<file path="config.mk">
export PLATFORM = sky130hd
export DESIGN_NAME = cbbr_bank
export DESIGN_NICKNAME = d
export VERILOG_FILES = /design/src/cbbr_bus_regs.v /design/src/cbbr_cfg_route.v /design/src/cbbr_bank.v
export VERILOG_INCLUDE_DIRS = /design/src
export SDC_FILE = /design/constraint.sdc
export NUM_CORES = 1
export LEC_CHECK = 0
export BUFFER_PORTS_ARGS = -buffer_cell sky130_fd_sc_hd__buf_2
export CORE_UTILIZATION = 47
export DETAILED_ROUTE_END_ITERATION = 10
export PLACE_DENSITY_LB_ADDON = 0.05
export SYNTH_ARGS = -nofsm -noshare
export SYNTH_HDL_FRONTEND = slang
export SYNTH_SLANG_ARGS = --single-unit
</file>
<file path="constraint.sdc">
create_clock -name MCLK -period 1.5 [get_ports MCLK]
set_input_delay 0.15 -clock MCLK [delete_from_list [all_inputs] [get_ports MCLK]]
set_output_delay 0.15 -clock MCLK [all_outputs]
set_load 0.01 [all_outputs]
</file>
<file path="src/cbbr_regs.vh">
// Register offsets, field positions and reset values of the bridge register bank
`ifndef CBBR_REGS_VH
`define CBBR_REGS_VH

`define CBBR_OFF_SEC_STATUS 8'h16
`define CBBR_OFF_PRI_BUS 8'h18
`define CBBR_OFF_SEC_BUS 8'h19
`define CBBR_OFF_SUB_BUS 8'h1a

`define CBBR_BIT_PARITY 15
`define CBBR_BIT_SERR 14
`define CBBR_BIT_MABORT 13
`define CBBR_BIT_TABORT_RX 12
`define CBBR_BIT_TABORT_SIG 11
`define CBBR_BIT_DPAR 8

`define CBBR_DEVSEL_CODE 2'h1
`define CBBR_BUS_RESET 8'h00
`define CBBR_STATUS_RESET 16'h0200

`define CBBR_CFG_IGNORE 2'h0
`define CBBR_CFG_TYPE0 2'h1
`define CBBR_CFG_TYPE1 2'h2

`endif

</file>
<file path="src/cbbr_bus_regs.v">
// Three eight-bit bus number registers
`timescale 1ns/10ps
`default_nettype none
`include "cbbr_regs.vh"

module cbbr_bus_regs (
    input wire mclk,
    input wire rst_n,
    input wire wr_en,
    input wire [7:0] addr,
    input wire [7:0] wdata,
    output reg [7:0] pri_reg,
    output reg [7:0] sec_reg,
    output reg [7:0] sub_reg
);

    always @(posedge mclk or negedge rst_n) begin
        if (!rst_n) begin
            pri_reg <= `CBBR_BUS_RESET;
            sec_reg <= `CBBR_BUS_RESET;
            sub_reg <= `CBBR_BUS_RESET;
        end else if (wr_en) begin
            case (addr)
                `CBBR_OFF_PRI_BUS: pri_reg <= wdata;
                `CBBR_OFF_SEC_BUS: sec_reg <= wdata;
                `CBBR_OFF_SUB_BUS: sub_reg <= wdata;
                default: ;
            endcase
        end
    end

endmodule
`default_nettype wire

</file>
<file path="src/cbbr_cfg_route.v">
// Configuration cycle forwarding decision from the bus numbers
`timescale 1ns/10ps
`default_nettype none
`include "cbbr_regs.vh"

module cbbr_cfg_route (
    input wire [7:0] sec_bus,
    input wire [7:0] sub_bus,
    input wire [7:0] target_bus,
    output reg [1:0] route
);

    always @* begin
        if (target_bus == sec_bus) begin
            route = `CBBR_CFG_TYPE0;
        end else if (target_bus > sec_bus && target_bus <= sub_bus) begin
            route = `CBBR_CFG_TYPE1;
        end else begin
            route = `CBBR_CFG_IGNORE;
        end
    end

endmodule
`default_nettype wire

</file>
<file path="src/cbbr_bank.v">
// Secondary status register and bus number registers of the card bridge
// What this block does
// Bit 15 latches a parity error seen on the card side, address or data phase.
// Bit 14 latches a system error reported by a card.
// The bridge never drives the card system error signal.
// Bit 13 latches a master abort on a cycle the bridge started.
// Bit 12 latches a target abort received on a cycle the bridge started.
// Bit 11 latches a target abort the bridge signaled as target.
// Bits 10 to 9 read constant 01b, medium select timing.
// Bit 8 latches only on a parity error report while mastering with parity response on.
// Bits 7 and 6 read zero.
// Bit 5 reads zero since the card clock is at most 33 MHz.
// Bits 4 to 0 read zero.
// Primary bus number at 18h, read/write, resets to 00h.
// Card bus number at 19h, read/write, resets to 00h.
// Subordinate bus number at 1Ah, read/write, resets to 00h.
// The card and subordinate bus numbers decide configuration forwarding; the primary bus number takes no part.
// Writing one clears a status flag, writing zero leaves it.
// Equal to card bus gives type 0, within range gives type 1, else ignored.
`timescale 1ns/10ps
`default_nettype none
`include "cbbr_regs.vh"

module cbbr_bank (
    // Clock and reset
    input wire MCLK,
    input wire RST_N,
    // Register access, byte addressed
    input wire CFG_WR,
    input wire CFG_RD,
    input wire [7:0] CFG_ADDR,
    input wire [15:0] CFG_WDATA,
    input wire [1:0] CFG_BE,
    output reg [15:0] CFG_RDATA,
    // Card side events, one-cycle pulses
    input wire CB_PARITY_ERR,
    input wire CB_SERR_SEEN,
    input wire CB_MABORT,
    input wire CB_TABORT_RX,
    input wire CB_TABORT_SIG,
    input wire CB_PERR_SEEN,
    input wire CB_MASTERING,
    input wire PARITY_RESP_EN,
    // Card system error pin, never driven
    output reg CSERR_OUT,
    output reg CSERR_OE,
    // Configuration forwarding request
    input wire CFG_REQ,
    input wire CFG_TYPE1,
    input wire [7:0] CFG_BUS,
    output reg CFG_FWD_VALID,
    output reg [1:0] CFG_FWD_ROUTE
);

    reg [4:0] flag_reg;
    reg [4:0] flag_next;
    reg dpar_reg;
    reg dpar_next;
    wire [7:0] pri_bus;
    wire [7:0] sec_bus;
    wire [7:0] sub_bus;
    wire [1:0] route;
    wire [15:0] status_word;
    wire [4:0] set_vec;
    wire [4:0] clr_vec;
    wire clr_dpar;
    wire hi_wr;

    // Only the high lane holds clearable flags; low lane writes fall away
    assign hi_wr = CFG_WR && CFG_BE[1] && CFG_ADDR == `CBBR_OFF_SEC_STATUS;

    assign set_vec = {CB_PARITY_ERR, CB_SERR_SEEN, CB_MABORT, CB_TABORT_RX,
        CB_TABORT_SIG};
    assign clr_vec = hi_wr ? CFG_WDATA[15:11] : 5'h00;
    assign clr_dpar = hi_wr && CFG_WDATA[`CBBR_BIT_DPAR];

    // Bus numbers written one byte per access on the low lane
    cbbr_bus_regs u_bus (
        .mclk(MCLK),
        .rst_n(RST_N),
        .wr_en(CFG_WR && CFG_BE[0]),
        .addr(CFG_ADDR),
        .wdata(CFG_WDATA[7:0]),
        .pri_reg(pri_bus),
        .sec_reg(sec_bus),
        .sub_reg(sub_bus)
    );

    cbbr_cfg_route u_route (
        .sec_bus(sec_bus),
        .sub_bus(sub_bus),
        .target_bus(CFG_BUS),
        .route(route)
    );

    // Set wins over a clear in the same cycle
    always @* begin
        flag_next = (flag_reg & ~clr_vec) | set_vec;
        dpar_next = dpar_reg & ~clr_dpar;
        if (CB_PERR_SEEN && CB_MASTERING && PARITY_RESP_EN) begin
            dpar_next = 1'b1;
        end
    end

    assign status_word = {flag_reg, `CBBR_DEVSEL_CODE, dpar_reg,
        3'h0, 5'h00};

    always @(posedge MCLK or negedge RST_N) begin
        if (!RST_N) begin
            flag_reg <= 5'h00;
            dpar_reg <= 1'b0;
            CFG_RDATA <= 16'h0000;
            CSERR_OUT <= 1'b0;
            CSERR_OE <= 1'b0;
            CFG_FWD_VALID <= 1'b0;
            CFG_FWD_ROUTE <= `CBBR_CFG_IGNORE;
        end else begin
            flag_reg <= flag_next;
            dpar_reg <= dpar_next;
            CSERR_OUT <= 1'b0;
            CSERR_OE <= 1'b0;
            if (CFG_RD) begin
                case (CFG_ADDR)
                    `CBBR_OFF_SEC_STATUS: CFG_RDATA <= status_word;
                    `CBBR_OFF_PRI_BUS: CFG_RDATA <= {8'h00, pri_bus};
                    `CBBR_OFF_SEC_BUS: CFG_RDATA <= {8'h00, sec_bus};
                    `CBBR_OFF_SUB_BUS: CFG_RDATA <= {8'h00, sub_bus};
                    default: CFG_RDATA <= 16'h0000;
                endcase
            end
            // Type 0 requests target this bridge itself, not forwarded
            CFG_FWD_VALID <= CFG_REQ;
            if (CFG_REQ) begin
                CFG_FWD_ROUTE <= CFG_TYPE1 ? route : `CBBR_CFG_IGNORE;
            end
        end
    end

endmodule
`default_nettype wire

</file>
==> flow_summary_export.csv <==
group,metric,value,unit
detailed_routing,first_pass_iters,4,
setup_path,cp_data_required_time,1.70,ns
setup_path,slowest_stage,"dfrtp_1",
detailed_routing,wl_per_cell,14.8,um
pwr,ir_drop,0.507,mV
die,num_rows,25,
setup_path,cp_num_buf_inv,1,
sta,tightest_slew,0.557,ns
run,drv_cap,0,
yosys,yosysSeqAreaShare,49.7,%
sta,clock.fmax,0.636,GHz
setup_path,r2r_cells,7,
yosys,synth_edf_count,0,
yosys,synthFlopType,"dfrtp_1",
clocking,cts.sinks,48,
detailed_routing,drtIter0Drc,46,
yosys,yosysWarnings,0,
global_routing,grt_max_degree,32,
clocking,numCtsBuffers,5,
global_routing,overflow,0,
setup_path,reg2reg_slack,-0.07,ns
final_layout,area_growth,26.9,%
detailed_routing,avgViaCountPerCell,5.13,
die,dieHeight,73.7,um
setup_path,reg2reg_from,"u_bus.sub_reg[1]$_DFFE_PN0P_",
final_layout,nFillCells,408,
setup_path,cpPeakStageDelay,0.40,ns
yosys,avgSynthCellArea,11.7,um2
setup_path,crit_fanout,2,
final_layout,top_register,"CFG_RDATA",
die,chipWidth,73.7,um
yosys,netlist_instances,206,
worst_hold_path,hold_start,"CB_PARITY_ERR",
worst_hold_path,hold_depth,2,
setup_path,end_kind,"flip-flop",
sta,max_slew_margin,62.8,%
yosys,synth_cell_types,33,
detailed_routing,ant_nets,0,
global_routing,antenna_found_initial,0,
die,die-area,5430,um2
die,start_util,49.8,%
die,coreArea,4850,um2
sta,rsz0062_at_grt,"yes",
final_layout,nets,354,
setup_path,r2r_end,"CFG_FWD_ROUTE[1]$_DFFE_PN0P_",
place,dp.final_hpwl,4010,um
detailed_routing,vias,1837,
final_layout,diodes,0,
setup_path,worstPathArrival,1.78,ns
setup_path,path_class,"reg -> reg",
clocking,cts_buffer_depth,2,
clocking,cts_tree,"yes",
clocking,htree_levels,2,
sta,finalCritPeriodShare,105,%
sta,hold_violations,0,
clocking,insertion_delay,0.30,ns
yosys,synth_seq_cells,48,
final_layout,final_layout_size_suffix_gt1_share,42.6,%
yosys,syn_area,2420,um2
place,gp_congestion,0.721,
global_routing,grt_usage,21.0,%
sta,period_minus_slack,1.57,ns
global_routing,grt_pass1_vias,1830,
clocking,clk_pin_slew_worst_paths,0.09,ns
detailed_routing,route.detailed.drc,0,
outcome,violations,"negative setup slack",
worst_hold_path,hold_end,"flag_reg[4]$_DFF_PN0_",
pwr,leakage,1.57,nW
sta,finalMaxSlewViolations,0,
global_routing,grt_pass1_wl,8450,um
sta,holdWs,0.0163,ns
setup_path,cp_cell_sequence,"inv_2, ha_4, nor2b_1, o211ai_1, a21oi_1, o22a_1, o41ai_2",
pwr,power_density,778,nW/um2
final_layout,fin_cells,358,
die,ioPinCount,69,
outcome,status,"finished with violations",
sta,clock_skew,0.00515,ns
setup_path,startpoint_type,"flip-flop",
detailed_routing,wl,5310,um
worst_hold_path,hp-class,"in -> reg",
place,io_buffers,63,
sta,setup_ws,-0.0727,ns
sta,final-setup-viol-count,1,
yosys,async_reset_ff_share,100,%
place,dp.cells,346,
setup_path,crit_family,"compound AO/OA/AOI/OAI gates",
final_layout,largest_reg_flops,15,
clocking,cts_root_buf,"clkbuf_8",
==> layout make-up <==
class | count | area (um2) | area share [%]
flip-flops and latches | 48 | 1200 | 39.2
multi-input cells | 133 | 1140 | 37.1
inverters | 18 | 67.6 | 2.20
well taps | 67 | 83.8 | 2.73
clock buffers | 7 | 76.3 | 2.49
clock inverters | 1 | 8.76 | 0.286
repair buffers | 84 | 490 | 16.0
==> worst register-to-register path: stages, from the launching register on <==
cell	delay [ns]
dfrtp_1	0.40
inv_2	0.07
ha_4	0.19
nor2b_1	0.13
o211ai_1	0.16
a21oi_1	0.09
o22a_1	0.18
o41ai_2	0.26
==> per-stage QoR <==
step           setup slack [ns]  power, mW  TNS (ns)  cell area, um2  util (%)
2_1_floorplan          -0.00790       1.47  -0.00790            2420         -
3_3_place_gp            -0.0647       1.62    -0.588            2910      60.1
3_5_place_dp             -0.102       1.62    -0.554            2910      60.1
4_1_cts                 -0.0878       2.40   -0.0878            3030      62.5
5_1_grt                  -0.117       2.49    -0.117            3070      63.2
6_report                -0.0727       2.38   -0.0727            3070      63.2
==> metal layers <==
metal | up-vias | track usage, % | part of all wire, %
met5 | - | 0 | 0
met4 | 0 | 6.41 | 1.1
met3 | 8 | 4.80 | 3.8
met2 | 41 | 34.3 | 48
met1 | 879 | 27.7 | 47
li1 | 909 | - | -
==> worst max path at each step <==
stage,start,slack (ns),to,cells after the start
3_3_place_gp,u_bus.sub_reg[1]$_DFFE_PN0P_,-0.06,CFG_FWD_ROUTE[1]$_DFFE_PN0P_,7
4_1_cts,u_bus.sub_reg[1]$_DFFE_PN0P_,-0.09,CFG_FWD_ROUTE[1]$_DFFE_PN0P_,7
2_1_floorplan,u_bus.sub_reg[1]$_DFFE_PN0P_,-0.008,CFG_FWD_ROUTE[1]$_DFFE_PN0P_,7
5_1_grt,u_bus.sub_reg[1]$_DFFE_PN0P_,-0.12,CFG_FWD_ROUTE[1]$_DFFE_PN0P_,7
3_5_place_dp,u_bus.sub_reg[1]$_DFFE_PN0P_,-0.10,CFG_FWD_ROUTE[1]$_DFFE_PN0P_,7
6_report,u_bus.sub_reg[1]$_DFFE_PN0P_,-0.07,CFG_FWD_ROUTE[1]$_DFFE_PN0P_,7
==> report_power, final <==
group,switching (mW),internal [mW],leakage (nW)
Sequential,0.0124,1.31,0.634
Combinational,0.150,0.134,0.890
Clock,0.439,0.334,0.0424
Total,0.601,1.78,1.57
==> cells by family (layout without fill, tap and decap cells) <==
logic type / Yosys count / after routing / share of synthesized area, %
flip-flops: 48 / 48 / 49.7
AO/OA/AOI/OAI: 43 / 43 / 12.7
AND/OR/NAND/NOR: 39 / 39 / 9.68
multiplexers: 32 / 32 / 14.5
buffers and inverters: 27 / 110 / 4.92
adder cells (fa/ha/maj): 16 / 16 / 8.29
other: 1 / 3 / 0.155
==> placed cells by master, fill, tap and decap left out, types with 2 or more instances in the layout <==
master and count:
o211ai_1 2, mux2_2 24, inv_1 17, a22o_1 6
o2bb2ai_1 8, buf_4 18, nand2_2 2, nand2_1 10
ha_1 15, nand4_1 5, clkbuf_1 2, clkbuf_8 5
dlygate4sd3_1 2, mux2i_1 8, a21oi_1 15, buf_2 63
nor2_1 11, a21o_1 6, conb_1 3, dfrtp_1 48
nor2b_1 3
==> repair_timing <==
action	CTS	global route
endpoints found under the setup margin	1	2
hold buffers	2	0
hold endpoints to repair	18	0
pin swaps	0	1
gates resized for setup	3	3
buffers inserted	0	2
==> cell usage after synthesis, drive strengths merged (2+ instances only) <==
cell type	number	area, um2
o2bb2ai	8	70.1
dfrtp	48	1200
nand4	6	43.8
buf	6	40.0
a22o	6	52.6
nor2	11	41.3
nor2b	3	18.8
a21oi	15	75.1
o211ai	2	15.0
mux2i	8	80.1
ha	16	200
a21o	6	45.0
inv	18	67.6
nand2	12	50.1
clkbuf	3	11.3
mux2	24	270
Note: power is estimated with default switching activity, not from simulation.
